**src/ftc_pkg.sv**
```systemverilog
/*
 Constants for the EL2 feature trap control block: register layout,
 field positions, exception class codes and instruction class encodings.
 Assumes the decode pipeline classifies each instruction before it asks.
*/
package ftc_pkg;
   localparam int          REG_W          = 64;
   localparam int          MATRIX_FLD_LO  = 24;
   localparam int          FLOAT_FLD_LO   = 20;
   localparam int          VECTOR_FLD_LO  = 16;
   localparam int          ACR_BIT        = 31;
   localparam int          AMU_BIT        = 30;
   localparam int          TRC_BIT_WIDE   = 28;
   localparam int          TRC_BIT_NARROW = 20;
   localparam int          MATRIX_BIT     = 12;
   localparam int          FLOAT_BIT      = 10;
   localparam int          VECTOR_BIT     = 8;
   // Writable masks per layout; everything else is reserved
   localparam logic [63:0] WIDE_WR_MASK   = 64'h0000_0000_D333_0000;
   localparam logic [63:0] NARROW_WR_MASK = 64'h0000_0000_C010_1500;
   // Reserved-one bits of the single-bit layout (bits 13, 9, 7:0)
   localparam logic [63:0] NARROW_RES1    = 64'h0000_0000_0000_22FF;
   localparam logic [63:0] RESET_VALUE    = 64'h0000_0000_0000_0000;
   localparam logic [1:0]  ENC_TRAP_ALL   = 2'h0;
   localparam logic [1:0]  ENC_TRAP_EL0   = 2'h1;
   localparam logic [1:0]  ENC_TRAP_NONE  = 2'h3;
   localparam logic [5:0]  EC_NONE        = 6'h00;
   localparam logic [5:0]  EC_WIDE32      = 6'h03;
   localparam logic [5:0]  EC_PAIR32      = 6'h04;
   localparam logic [5:0]  EC_TRACE32     = 6'h05;
   localparam logic [5:0]  EC_FLOAT       = 6'h07;
   localparam logic [5:0]  EC_SYSREG64    = 6'h18;
   localparam logic [5:0]  EC_VECTOR      = 6'h19;
   localparam logic [5:0]  EC_MATRIX      = 6'h1D;
   localparam logic [24:0] ISS_MATRIX     = 25'h0000000;
   localparam logic [1:0]  OP0_TRACE      = 2'h2;
   localparam logic [2:0]  OP1_TRACE      = 3'h1;
   localparam logic [3:0]  CRN_TRACE_LIM  = 4'h8;
   localparam logic [1:0]  EL0            = 2'h0;
   localparam logic [1:0]  EL1            = 2'h1;
   localparam logic [1:0]  EL2            = 2'h2;

   typedef enum logic [3:0] {
      ICLS_NONE,
      ICLS_MATRIX,       // matrix instr, streaming/no-feature vector instr, mode/matrix ctrl regs
      ICLS_SMODE_IMM,    // immediate-form writes of streaming mode / array storage
      ICLS_VECTOR,       // non-streaming vector instr, vector length regs
      ICLS_FLOAT,        // FP/SIMD register access
      ICLS_FLOAT_ID,     // FP id/media feature/FP exception control regs
      ICLS_FLOAT_ID_WR,  // register-transfer write to FP id reg
      ICLS_ACR,          // EL1 access control register
      ICLS_AMU,          // activity monitor single access
      ICLS_AMU_PAIR,     // activity monitor paired transfer (32-bit state)
      ICLS_TRACE         // trace system register access
   } ftc_icls_t;
endpackage

```
**src/ftc_el2_feature_trap_control.sv**
```systemverilog
/*
 EL2 feature trap control register with trap decision logic.
 Assumes the pipeline presents one classified instruction per cycle
 and takes the registered verdict one cycle later.
*/
`timescale 1ns/1ps
// How it works
// - Two-bit layout when host extension present and host-in-EL2 set, else single-bit.
// - Two-bit matrix field 25:24 traps matrix work and mode/matrix ctrl registers.
// - Two-bit encoding: 00/10 trap all, 11 none, 01 traps EL0 only under TGE.
// - Matrix traps report class 0x1D with zero syndrome detail.
// - Immediate streaming mode writes trap whenever mode control register access traps.
// - Matrix control never touches register validity; it only decides trapping.
// - Matrix or vector trap beats floating-point trap in two-bit layout.
// - Two-bit float field 21:20 traps FP/SIMD and matrix/vector work, class 0x07.
// - EL0 access to FP id/feature/exception regs is undefined, above float trap.
// - Two-bit vector field 17:16 traps non-streaming vector work, class 0x19.
// - Bit 31 traps EL1 access control register access; class 0x18 or 0x03.
// - Host-trap-general set disables the access control register trap.
// - Bit 30 traps EL1/EL0 activity monitor access; class 0x18, 0x03, 0x04.
// - Trace trap catches op0=2, op1=1, CRn below 8; class 0x18 or 0x05.
// - Trapped trace access gets no side effect; bit zero when unsupported.
// - EL0 trace undefined when forbidden, outranks trap; memory-mapped never trapped.
// - Single-bit matrix bit 12: 0 traps none, 1 traps EL2, EL1, EL0.
// - Single-bit: matrix or vector trap beats floating-point trap.
// - Single-bit float bit 10 traps FP/SIMD and matrix/vector work, class 0x07.
// - FP id register transfer write from EL1+ counts as FP access, else undefined.
// - Trap fields are unknown after warm reset; software must write first.
module ftc_el2_feature_trap_control
   import ftc_pkg::*;
(
   input  wire logic        clk,
   input  wire logic        rst_n,
   input  wire logic        matrixFeaturePresent,
   input  wire logic        vectorFeaturePresent,
   input  wire logic        hostExtensionPresent,
   input  wire logic        activityMonitorPresent,
   input  wire logic        traceSysregPresent,
   input  wire logic        hostInEl2,
   input  wire logic        hostTrapGeneral,
   input  wire logic        el2Enabled,
   input  wire logic        traceEl0Forbidden,
   input  wire logic        regWrEn,
   input  wire logic [63:0] regWrData,
   input  wire logic        instValid,
   input  wire ftc_icls_t   instClass,
   input  wire logic [1:0]  instEl,
   input  wire logic        instState32,
   input  wire logic [1:0]  instOp0,
   input  wire logic [2:0]  instOp1,
   input  wire logic [3:0]  instCrn,
   output logic [63:0]      regRdData,
   output logic             trapValid,
   output logic [5:0]       exceptionClass,
   output logic [24:0]      syndromeDetail,
   output logic             undefValid,
   output logic             sideEffectEn
);
   typedef struct packed {
      logic [63:0] ctrl;
      logic [63:0] rd;
      logic        trap;
      logic [5:0]  ec;
      logic [24:0] syndrome_detail;
      logic        undef;
      logic        side;
   } ftc_state_t;

   ftc_state_t stateFf;
   ftc_state_t nxtState;

   // Two-bit field decode, shared by matrix, float and vector fields
   function automatic logic fld_traps(input logic [1:0] f, input logic [1:0] el, input logic tge);
      fld_traps = 1'b0;
      case (f)
         ENC_TRAP_NONE: fld_traps = 1'b0;
         ENC_TRAP_EL0:  fld_traps = tge && (el == EL0);
         default:       fld_traps = 1'b1;
      endcase
   endfunction

   logic        wide;
   logic [63:0] wrMask;
   logic [63:0] res1;
   logic        trcBit;
   logic        isTraceEnc;
   logic        mtxTrap;
   logic        vecTrap;
   logic        fltTrap;
   logic        fltCls;

   always_comb begin
      wide   = hostExtensionPresent && hostInEl2;
      wrMask = wide ? WIDE_WR_MASK : NARROW_WR_MASK;
      res1   = wide ? 64'h0000_0000_0000_0000 : NARROW_RES1;
      // Unsupported features pin their bits to reserved values
      if (!matrixFeaturePresent) begin
         wrMask[MATRIX_FLD_LO +: 2] = 2'h0;
         wrMask[MATRIX_BIT]         = 1'b0;
         if (!wide) begin
            res1[MATRIX_BIT] = 1'b1;
         end
      end
      if (!vectorFeaturePresent) begin
         wrMask[VECTOR_FLD_LO +: 2] = 2'h0;
         wrMask[VECTOR_BIT]         = 1'b0;
         if (!wide) begin
            res1[VECTOR_BIT] = 1'b1;
         end
      end
      if (!activityMonitorPresent) begin
         wrMask[AMU_BIT] = 1'b0;
      end
      // Bit 20 is the float field in the wide view, so only the live layout's trace bit is pinned
      if (!traceSysregPresent) begin
         if (wide) begin
            wrMask[TRC_BIT_WIDE] = 1'b0;
         end else begin
            wrMask[TRC_BIT_NARROW] = 1'b0;
         end
      end
      // Wide and narrow views share the storage bits that exist in both
      trcBit  = wide ? stateFf.ctrl[TRC_BIT_WIDE] : stateFf.ctrl[TRC_BIT_NARROW];
      mtxTrap = wide ? fld_traps(stateFf.ctrl[MATRIX_FLD_LO +: 2], instEl, hostTrapGeneral)
                     : stateFf.ctrl[MATRIX_BIT];
      vecTrap = wide ? fld_traps(stateFf.ctrl[VECTOR_FLD_LO +: 2], instEl, hostTrapGeneral)
                     : stateFf.ctrl[VECTOR_BIT];
      fltTrap = wide ? fld_traps(stateFf.ctrl[FLOAT_FLD_LO +: 2], instEl, hostTrapGeneral)
                     : stateFf.ctrl[FLOAT_BIT];
      isTraceEnc = instState32 || ((instOp0 == OP0_TRACE) && (instOp1 == OP1_TRACE) && (instCrn < CRN_TRACE_LIM));
      fltCls = 1'b0;

      nxtState       = stateFf;
      nxtState.trap  = 1'b0;
      nxtState.ec    = EC_NONE;
      nxtState.syndrome_detail   = ISS_MATRIX;
      nxtState.undef = 1'b0;
      nxtState.side  = 1'b0;
      // Register write only touches implemented bits
      if (regWrEn) begin
         nxtState.ctrl = (regWrData & wrMask) | (stateFf.ctrl & ~wrMask);
      end
      // Field storage never drives register validity, only verdicts
      if (instValid && el2Enabled) begin
         case (instClass)
            ICLS_MATRIX, ICLS_SMODE_IMM: begin
               if (mtxTrap && matrixFeaturePresent) begin
                  nxtState.trap = 1'b1;
                  nxtState.ec   = EC_MATRIX;
               end else begin
                  fltCls = 1'b1;
               end
            end
            ICLS_VECTOR: begin
               if (vecTrap && vectorFeaturePresent) begin
                  nxtState.trap = 1'b1;
                  nxtState.ec   = EC_VECTOR;
               end else begin
                  fltCls = 1'b1;
               end
            end
            ICLS_FLOAT: fltCls = 1'b1;
            ICLS_FLOAT_ID: begin
               if (instEl == EL0) begin
                  nxtState.undef = 1'b1;
               end else begin
                  fltCls = 1'b1;
               end
            end
            ICLS_FLOAT_ID_WR: begin
               if (instEl != EL0) begin
                  fltCls = 1'b1;
               end else begin
                  nxtState.undef = 1'b1;
               end
            end
            ICLS_ACR: begin
               if (stateFf.ctrl[ACR_BIT] && !hostTrapGeneral && (instEl == EL1)) begin
                  nxtState.trap = 1'b1;
                  nxtState.ec   = instState32 ? EC_WIDE32 : EC_SYSREG64;
               end
            end
            ICLS_AMU, ICLS_AMU_PAIR: begin
               if (stateFf.ctrl[AMU_BIT] && activityMonitorPresent && (instEl != EL2)) begin
                  nxtState.trap = 1'b1;
                  nxtState.ec   = !instState32 ? EC_SYSREG64
                                : (instClass == ICLS_AMU_PAIR) ? EC_PAIR32 : EC_WIDE32;
               end
            end
            ICLS_TRACE: begin
               if ((instEl == EL0) && traceEl0Forbidden) begin
                  nxtState.undef = 1'b1;
               end else if (trcBit && traceSysregPresent && isTraceEnc) begin
                  nxtState.trap = 1'b1;
                  nxtState.ec   = instState32 ? EC_TRACE32 : EC_SYSREG64;
               end else begin
                  nxtState.side = 1'b1;
               end
            end
            default: begin
            end
         endcase
         if (fltCls && fltTrap) begin
            nxtState.trap = 1'b1;
            nxtState.ec   = EC_FLOAT;
         end
      end else if (instValid && (instClass == ICLS_TRACE)) begin
         nxtState.side = !((instEl == EL0) && traceEl0Forbidden);
      end
      nxtState.rd = (nxtState.ctrl & wrMask) | res1;
   end

   // Reset value is arbitrary: architecture leaves the fields unknown
   always_ff @(posedge clk or negedge rst_n) begin
      if (!rst_n) begin
         stateFf <= '0;
      end else begin
         stateFf <= nxtState;
      end
   end

   assign regRdData      = stateFf.rd;
   assign trapValid      = stateFf.trap;
   assign exceptionClass = stateFf.ec;
   assign syndromeDetail = stateFf.syndrome_detail;
   assign undefValid     = stateFf.undef;
   assign sideEffectEn   = stateFf.side;

   chk_matrix_ec_code: assert property (@(posedge clk) disable iff (!rst_n)
      (trapValid && exceptionClass == EC_MATRIX) |-> syndromeDetail == ISS_MATRIX)
      else $error("matrix trap with nonzero syndrome");
   chk_trap_undef_excl: assert property (@(posedge clk) disable iff (!rst_n)
      !(trapValid && undefValid)) else $error("trap and undefined together");
   chk_trace_no_side: assert property (@(posedge clk) disable iff (!rst_n)
      trapValid |-> !sideEffectEn) else $error("side effect on trapped access");
   chk_acr_tge_off: assert property (@(posedge clk) disable iff (!rst_n)
      (instValid && instClass == ICLS_ACR && hostTrapGeneral) |=> !trapValid)
      else $error("access control trap under TGE");
   chk_narrow_float_bit: assert property (@(posedge clk) disable iff (!rst_n)
      (instValid && el2Enabled && !(hostExtensionPresent && hostInEl2) && instClass == ICLS_FLOAT
       && stateFf.ctrl[FLOAT_BIT]) |=> (trapValid && exceptionClass == EC_FLOAT))
      else $error("single-bit float trap missed");
   chk_wide_all_traps: assert property (@(posedge clk) disable iff (!rst_n)
      (instValid && el2Enabled && wide && instClass == ICLS_FLOAT && instEl == EL2
       && stateFf.ctrl[FLOAT_FLD_LO +: 2] != ENC_TRAP_NONE && stateFf.ctrl[FLOAT_FLD_LO +: 2] != ENC_TRAP_EL0
       && !regWrEn) |=> (trapValid && exceptionClass == EC_FLOAT)) else $error("float trap missed");
   chk_vec_over_flt: assert property (@(posedge clk) disable iff (!rst_n)
      (instValid && el2Enabled && instClass == ICLS_VECTOR && vecTrap && vectorFeaturePresent)
      |=> exceptionClass == EC_VECTOR) else $error("vector trap lost priority");
   chk_res1_reads: assert property (@(posedge clk) disable iff (!rst_n)
      ($past(!hostInEl2) && $past(!regWrEn)) |-> (regRdData[7:0] == 8'hFF))
      else $error("reserved-one bits not read as one");
   chk_undef_el0_trace: assert property (@(posedge clk) disable iff (!rst_n)
      (instValid && instClass == ICLS_TRACE && instEl == EL0 && traceEl0Forbidden && el2Enabled)
      |=> (undefValid && !trapValid)) else $error("EL0 trace not undefined");
   cov_matrix_trap: cover property (@(posedge clk) trapValid && exceptionClass == EC_MATRIX);
   cov_float_trap: cover property (@(posedge clk) trapValid && exceptionClass == EC_FLOAT);
   cov_amu_pair: cover property (@(posedge clk) trapValid && exceptionClass == EC_PAIR32);
endmodule

```
**config.mk**
```make
export PLATFORM = sky130hd
export DESIGN_NAME = ftc_el2_feature_trap_control
export DESIGN_NICKNAME = d
export VERILOG_FILES = /design/src/ftc_pkg.sv /design/src/ftc_el2_feature_trap_control.sv
export SDC_FILE = /design/constraint.sdc
export NUM_CORES = 1
export LEC_CHECK = 0
export BUFFER_PORTS_ARGS = -buffer_cell sky130_fd_sc_hd__buf_2
export CORE_MARGIN = 3
export CORE_UTILIZATION = 42
export DETAILED_ROUTE_END_ITERATION = 10
export GPL_TIMING_DRIVEN = 1
export PLACE_DENSITY = 0.87
export RECOVER_POWER = 50
export SYNTH_ARGS = -nofsm -noshare
export SYNTH_HDL_FRONTEND = slang
export SYNTH_SLANG_ARGS = --single-unit
```
**constraint.sdc**
```tcl
create_clock -name clk -period 2.2 [get_ports clk]
set_input_delay 0.22 -clock clk [delete_from_list [all_inputs] [get_ports clk]]
set_output_delay 0.22 -clock clk [all_outputs]
set_load 0.02 [all_outputs]
```
== After elaboration in Yosys (flattened, before gate mapping) ==
Index checks and enable logic that the tools add are counted.

* $lt $le $gt $ge: 1
* Equality and inequality tests: 20
* Multiplexer cells: 52
* Bitwise operators: 6
* Reduce and logical (&&, ||, !) cells: 23

{| class="wikitable"
|+ Operators with widths
! cell !! count
|-
| $and A64 B32 Y64 || 2
|-
| $and A64 B64 Y64 || 1
|-
| $mux W64 || 1
|-
| $not A32 Y64 || 1
|-
| $or A64 B14 Y64 || 1
|-
| $or A64 B64 Y64 || 1
|-
| $mux W7 || 8
|-
| $pmux W7 S5 || 1
|-
| $mux W1 || 29
|-
| $mux W29 || 1
|-
| $eq A4 B3 Y1 const B || 4
|-
| $logic_and A1 B1 Y1 || 16
|-
| $mux W5 || 3
|-
| $mux W14 || 1
|-
| $eq A4 B4 Y1 const B || 3
|-
| $eq A2 B1 Y1 const B || 4
|-
| $eq A2 B2 Y1 const B || 4
|-
| $eq A4 B2 Y1 const B || 2
|-
| $pmux W1 S2 || 3
|-
| $pmux W1 S5 || 1
|-
| $eq A4 B1 Y1 const B || 1
|-
| $lt A4 B4 Y1 const B || 1
|-
| $mux W2 || 2
|-
| $reduce_or A2 Y1 || 2
|-
| other kinds (8) || 9
|}

* Register bits: 137
* Input bits: 93

== Depth between registers and ports, before layout ==
* Depth after elaboration: 11
* Gate-level depth with buffers: 6
* Depth with buffers taken out: 5

== Worst setup path before layout ==
OpenSTA, ideal clock, no wires.

* Path kind: flip-flop to flip-flop
* Start point: reg stateFf[115] (netlist name)
* End point: reg stateFf (netlist bit exceptionClass[1])
* Arrival: 1335 ps
* Data required time: 2058 ps
* Slack: 723 ps
* Cell stages (with the launch flop): 6
* Buffers on the path: 0
* Path through: dfrtp_1 > nor4b_1 > o221a_1 > nor3b_1 > o311ai_2 > o21ai_0

{| class="wikitable"
|+ RTL lines
! what !! line !! RTL
|-
| start: declaration || ftc_el2_feature_trap_control.sv:69 || <nowiki>ftc_state_t stateFf;</nowiki>
|-
| start signal: assignment || ftc_el2_feature_trap_control.sv:218 || <nowiki>stateFf <= nxtState;</nowiki>
|}

==> flow_metrics.py <==
metrics = {
    "run_status": {
        "result_of_the_run": "completed",
    },
    "logic_synthesis": {
        "synth_seq_cells": 31,
        "synth.area.top_cells": "sky130_fd_sc_hd__dfrtp_1 34%, sky130_fd_sc_hd__buf_4 32%, sky130_fd_sc_hd__mux2_2 5.5%",
        "synth.cells.most_frequent": "96 x sky130_fd_sc_hd__buf_4, 31 x sky130_fd_sc_hd__dfrtp_1, 11 x sky130_fd_sc_hd__mux2_2",
        "synth_top_flop_cell": "sky130_fd_sc_hd__dfrtp_1",
        "synth_cell_types": 47,
        "syn_area_um2": 2260,
        "total_number_of_yosys_warnings": 0,
        "synth_area_leader_cell": "sky130_fd_sc_hd__dfrtp_1",
        "synth_top_cell_area_share_pct": 34.3,
        "synth_cells": 235,
        "post_synth_edffs": 0,
        "async_set_or_reset_flop_fraction_in_the_synthesized_netlist_pct": 100,
        "synth-seq-area-share_pct": 34.3,
        "synth_most_common_cell": "sky130_fd_sc_hd__buf_4",
        "avgSynthCellArea_um2": 9.63,
    },
    "critical_path": {
        "critPathMaxFanout": 14,
        "cpMaxStageDelayCell": "sky130_fd_sc_hd__and2_0",
        "critical_path.reg2reg.startpoint": "stateFf[123]",
        "criticalPathCategory": "primary input to flop",
        "critical_path.cell_chain": "buf_2 > and2_0 > o221ai_1 > nor3b_1 > o311ai_2 > o21ai_0",
        "setup.worst_path.end": "exceptionClass[1]",
        "worstSetupStartpoint": "hostExtensionPresent",
        "worstPathArrival_ps": 1860,
        "cp.required_ps": 2340,
        "setup.reg_to_reg.worst_slack_ps": 510,
        "crit_path_start_kind": "primary input",
        "cpPeakStageDelay_ps": 560,
        "critical_path.reg2reg.endpoint": "exceptionClass[1]",
        "cp-end-kind": "flop",
        "timing.reg2reg.worst_path_depth": 5,
    },
    "cts": {
        "ctsRootBufferMaster": "sky130_fd_sc_hd__clkbuf_8",
        "clkSlewWorstSetupHoldPaths_ps": 60,
        "worst_skew_pair.late_latency_ps": 280,
        "post_cts.resized_instances": 0,
        "postCtsSetupRepairBufs": 0,
        "cts_inserted_buffers": 5,
        "max_h_tree_level": 2,
        "post_cts_hold_buffer_count": 1,
        "cts_tree": "done",
        "cts_buffer_depth": 2,
        "cts_sinks": 31,
    },
    "sta": {
        "worst_pin_slew_ps": 751,
        "grt_setup_unrepaired": "no",
        "final-setup-viol-count": 0,
        "whs_ps": 168,
        "final_hold_viol_count": 0,
        "finalMaxSlewViolations": 0,
        "max_freq_mhz": 579,
        "fin_crit_sh_pct": 78.5,
        "clock-skew-final_ps": 6.83,
        "timing.final.ws_setup_ps": 474,
        "slew_headroom_pct": 49.9,
        "min_period_ps": 1730,
        "fin_setup_tns_ps": 0,
    },
    "final_layout": {
        "finalNetCount": 371,
        "area_growth_syn_to_layout_pct": 1.05,
        "antenna_cells_inserted": 0,
        "drive_gt1_share_pct": 24.7,
    },
    "place": {
        "port_buffers": 67,
        "gp_congestion": 0.907,
        "dp_worst_setup_slack_ps": 486,
        "place_hpwl_um": 3450,
    },
    "power": {
        "internal_power_mw": 1.03,
        "seqPwrFrac_pct": 43.7,
        "combinationalPowerShare_pct": 24.6,
        "p_leak_nw": 1.13,
        "p_per_area_nw_per_um2": 663,
        "power_frac_clock_pct": 31.7,
        "switching_power_mw": 0.489,
        "ir_worst_vdd_mv": 0.285,
        "power.share.switching_pct": 32.2,
    },
    "die": {
        "placeableCoreArea_um2": 5170,
        "design.portCount": 191,
        "initial_utilization_pct": 43.8,
        "die_width_um": 79.4,
        "fp-row-count": 26,
        "die-area_um2": 6310,
        "die_h_um": 79.4,
    },
    "drt": {
        "route.detailed.drc": 0,
        "finalWirelength_um": 4270,
        "ant_nets": 0,
        "drt_iter0_markers": 33,
        "num_vias": 1531,
        "post_drt_via_cell_ratio": 4.39,
        "drtPass1Iterations": 4,
        "wire_per_inst_um": 12.2,
    },
    "global_routing": {
        "antenna_violations_before_repair": 0,
        "grt_pass1_vias": 1411,
        "grt_pass1_wl_um": 6440,
        "groute.usage.overall_pct": 13.2,
        "overflow_after_grt": 0,
        "grt_start_max_net_pins": 32,
    },
    "worst_hold_path": {
        "timing.hold.worst.class": "primary input to flop",
    },
    "run": {
        "maxCapViolCount": 0,
    },
}
==> through the flow <==
stage	total power [mW]	cells	util [%]	instance area, um2
finish	1.52	349	44.2	2290
global route	1.60	349	44.2	2290
CTS	1.54	349	44.7	2310
detailed placement	1.05	340	42.6	2200
global placement	1.04	340	42.6	2200
floorplan	1.07	302	-	2510
==> worst max-delay path, delay by kind of cell <==
| kind | cells | cell delay (ps) |
|---|---|---|
| AOI/OAI and AO/OA | 3 | 730 |
| and+or+nand+nor | 2 | 780 |
| buffers and inverters | 1 | 130 |
==> layer usage <==
| layer | vias to the layer above | track usage, % | routed length, um | part of all wire [%] |
|---|---|---|---|---|
| li1 | 723 | - | - | - |
| met1 | 715 | 14.4 | 1590 | 37 |
| met4 | 0 | 6.01 | 97 | 2.3 |
| met5 | - | 0 | 0 | 0 |
| met3 | 10 | 3.95 | 356 | 8.3 |
| met2 | 83 | 23.5 | 2230 | 52 |
==> cell type report <==
cell class,count,area [um2]
Clock buffer,8,100
Fill cell,525,2890
Timing Repair Buffer,68,320
Sequential cell,31,776
Inverter,6,22.5
Tap cell,70,87.6
Multi-Input combinational cell,166,981
==> placed cells by master (no fill, tap or decap), types with 2 or more instances in the layout <==
| master | count |
|---|---|
| sky130_fd_sc_hd__nand3_1 | 9 |
| sky130_fd_sc_hd__nand2_1 | 7 |
| sky130_fd_sc_hd__mux2_2 | 5 |
| sky130_fd_sc_hd__mux2_1 | 7 |
| sky130_fd_sc_hd__nand2b_4 | 2 |
| sky130_fd_sc_hd__o22ai_1 | 2 |
| sky130_fd_sc_hd__and2_0 | 2 |
| sky130_fd_sc_hd__and2_1 | 2 |
| sky130_fd_sc_hd__nor3_1 | 3 |
| sky130_fd_sc_hd__clkbuf_1 | 21 |
| sky130_fd_sc_hd__nor2b_1 | 5 |
| sky130_fd_sc_hd__nor4b_1 | 3 |
| sky130_fd_sc_hd__nor3b_1 | 3 |
| sky130_fd_sc_hd__nor2_1 | 7 |
| sky130_fd_sc_hd__and3_1 | 3 |
| sky130_fd_sc_hd__buf_2 | 46 |
| sky130_fd_sc_hd__clkbuf_8 | 7 |
| sky130_fd_sc_hd__a21oi_1 | 3 |
| sky130_fd_sc_hd__conb_1 | 68 |
| sky130_fd_sc_hd__o21ai_1 | 2 |
| sky130_fd_sc_hd__o21ai_0 | 5 |
| sky130_fd_sc_hd__o21a_1 | 4 |
| sky130_fd_sc_hd__dfrtp_1 | 31 |
| sky130_fd_sc_hd__o211ai_1 | 3 |
| sky130_fd_sc_hd__inv_1 | 5 |
==> worst min-delay path by stage <==
stage / slack, ps / startpoint / to / cells past startpoint
finish: 170 / regWrData[31] / regRdData[31] / 2
global placement: 290 / rst_n / regRdData[17] / 1
floorplan: -80 / rst_n / exceptionClass[0] / 0
CTS: 160 / regWrData[31] / regRdData[31] / 2
detailed placement: 300 / rst_n / regRdData[16] / 1
global route: 170 / regWrData[28] / stateFf[126] / 2
==> power by group through the flow <==
stage	clock (mW)	sequential, mW	combinational, mW
after floorplan	0	0.663	0.405
after global placement	0	0.668	0.373
after detailed placement	0	0.671	0.382
after CTS	0.495	0.661	0.384
after global routing	0.517	0.669	0.410
final	0.481	0.662	0.373
==> flip-flops by register name (all words and copies together) (netlist names) <==
signal          count
trapValid           1
undefValid          1
sideEffectEn        1
regRdData          13
stateFf            11
exceptionClass      4
==> cell families after synthesis <==
logic type / Yosys count / synth area share (%)
other: 1 / 0.166
multiplexers: 12 / 5.97
AO/OA/AOI/OAI: 30 / 10.1
adder cells (fa/ha/maj): 1 / 0.442
AND/OR/NAND/NOR: 55 / 15.6
buffers and inverters: 105 / 33.4
flip-flops: 31 / 34.3
Power figures use the tool's default switching activity.
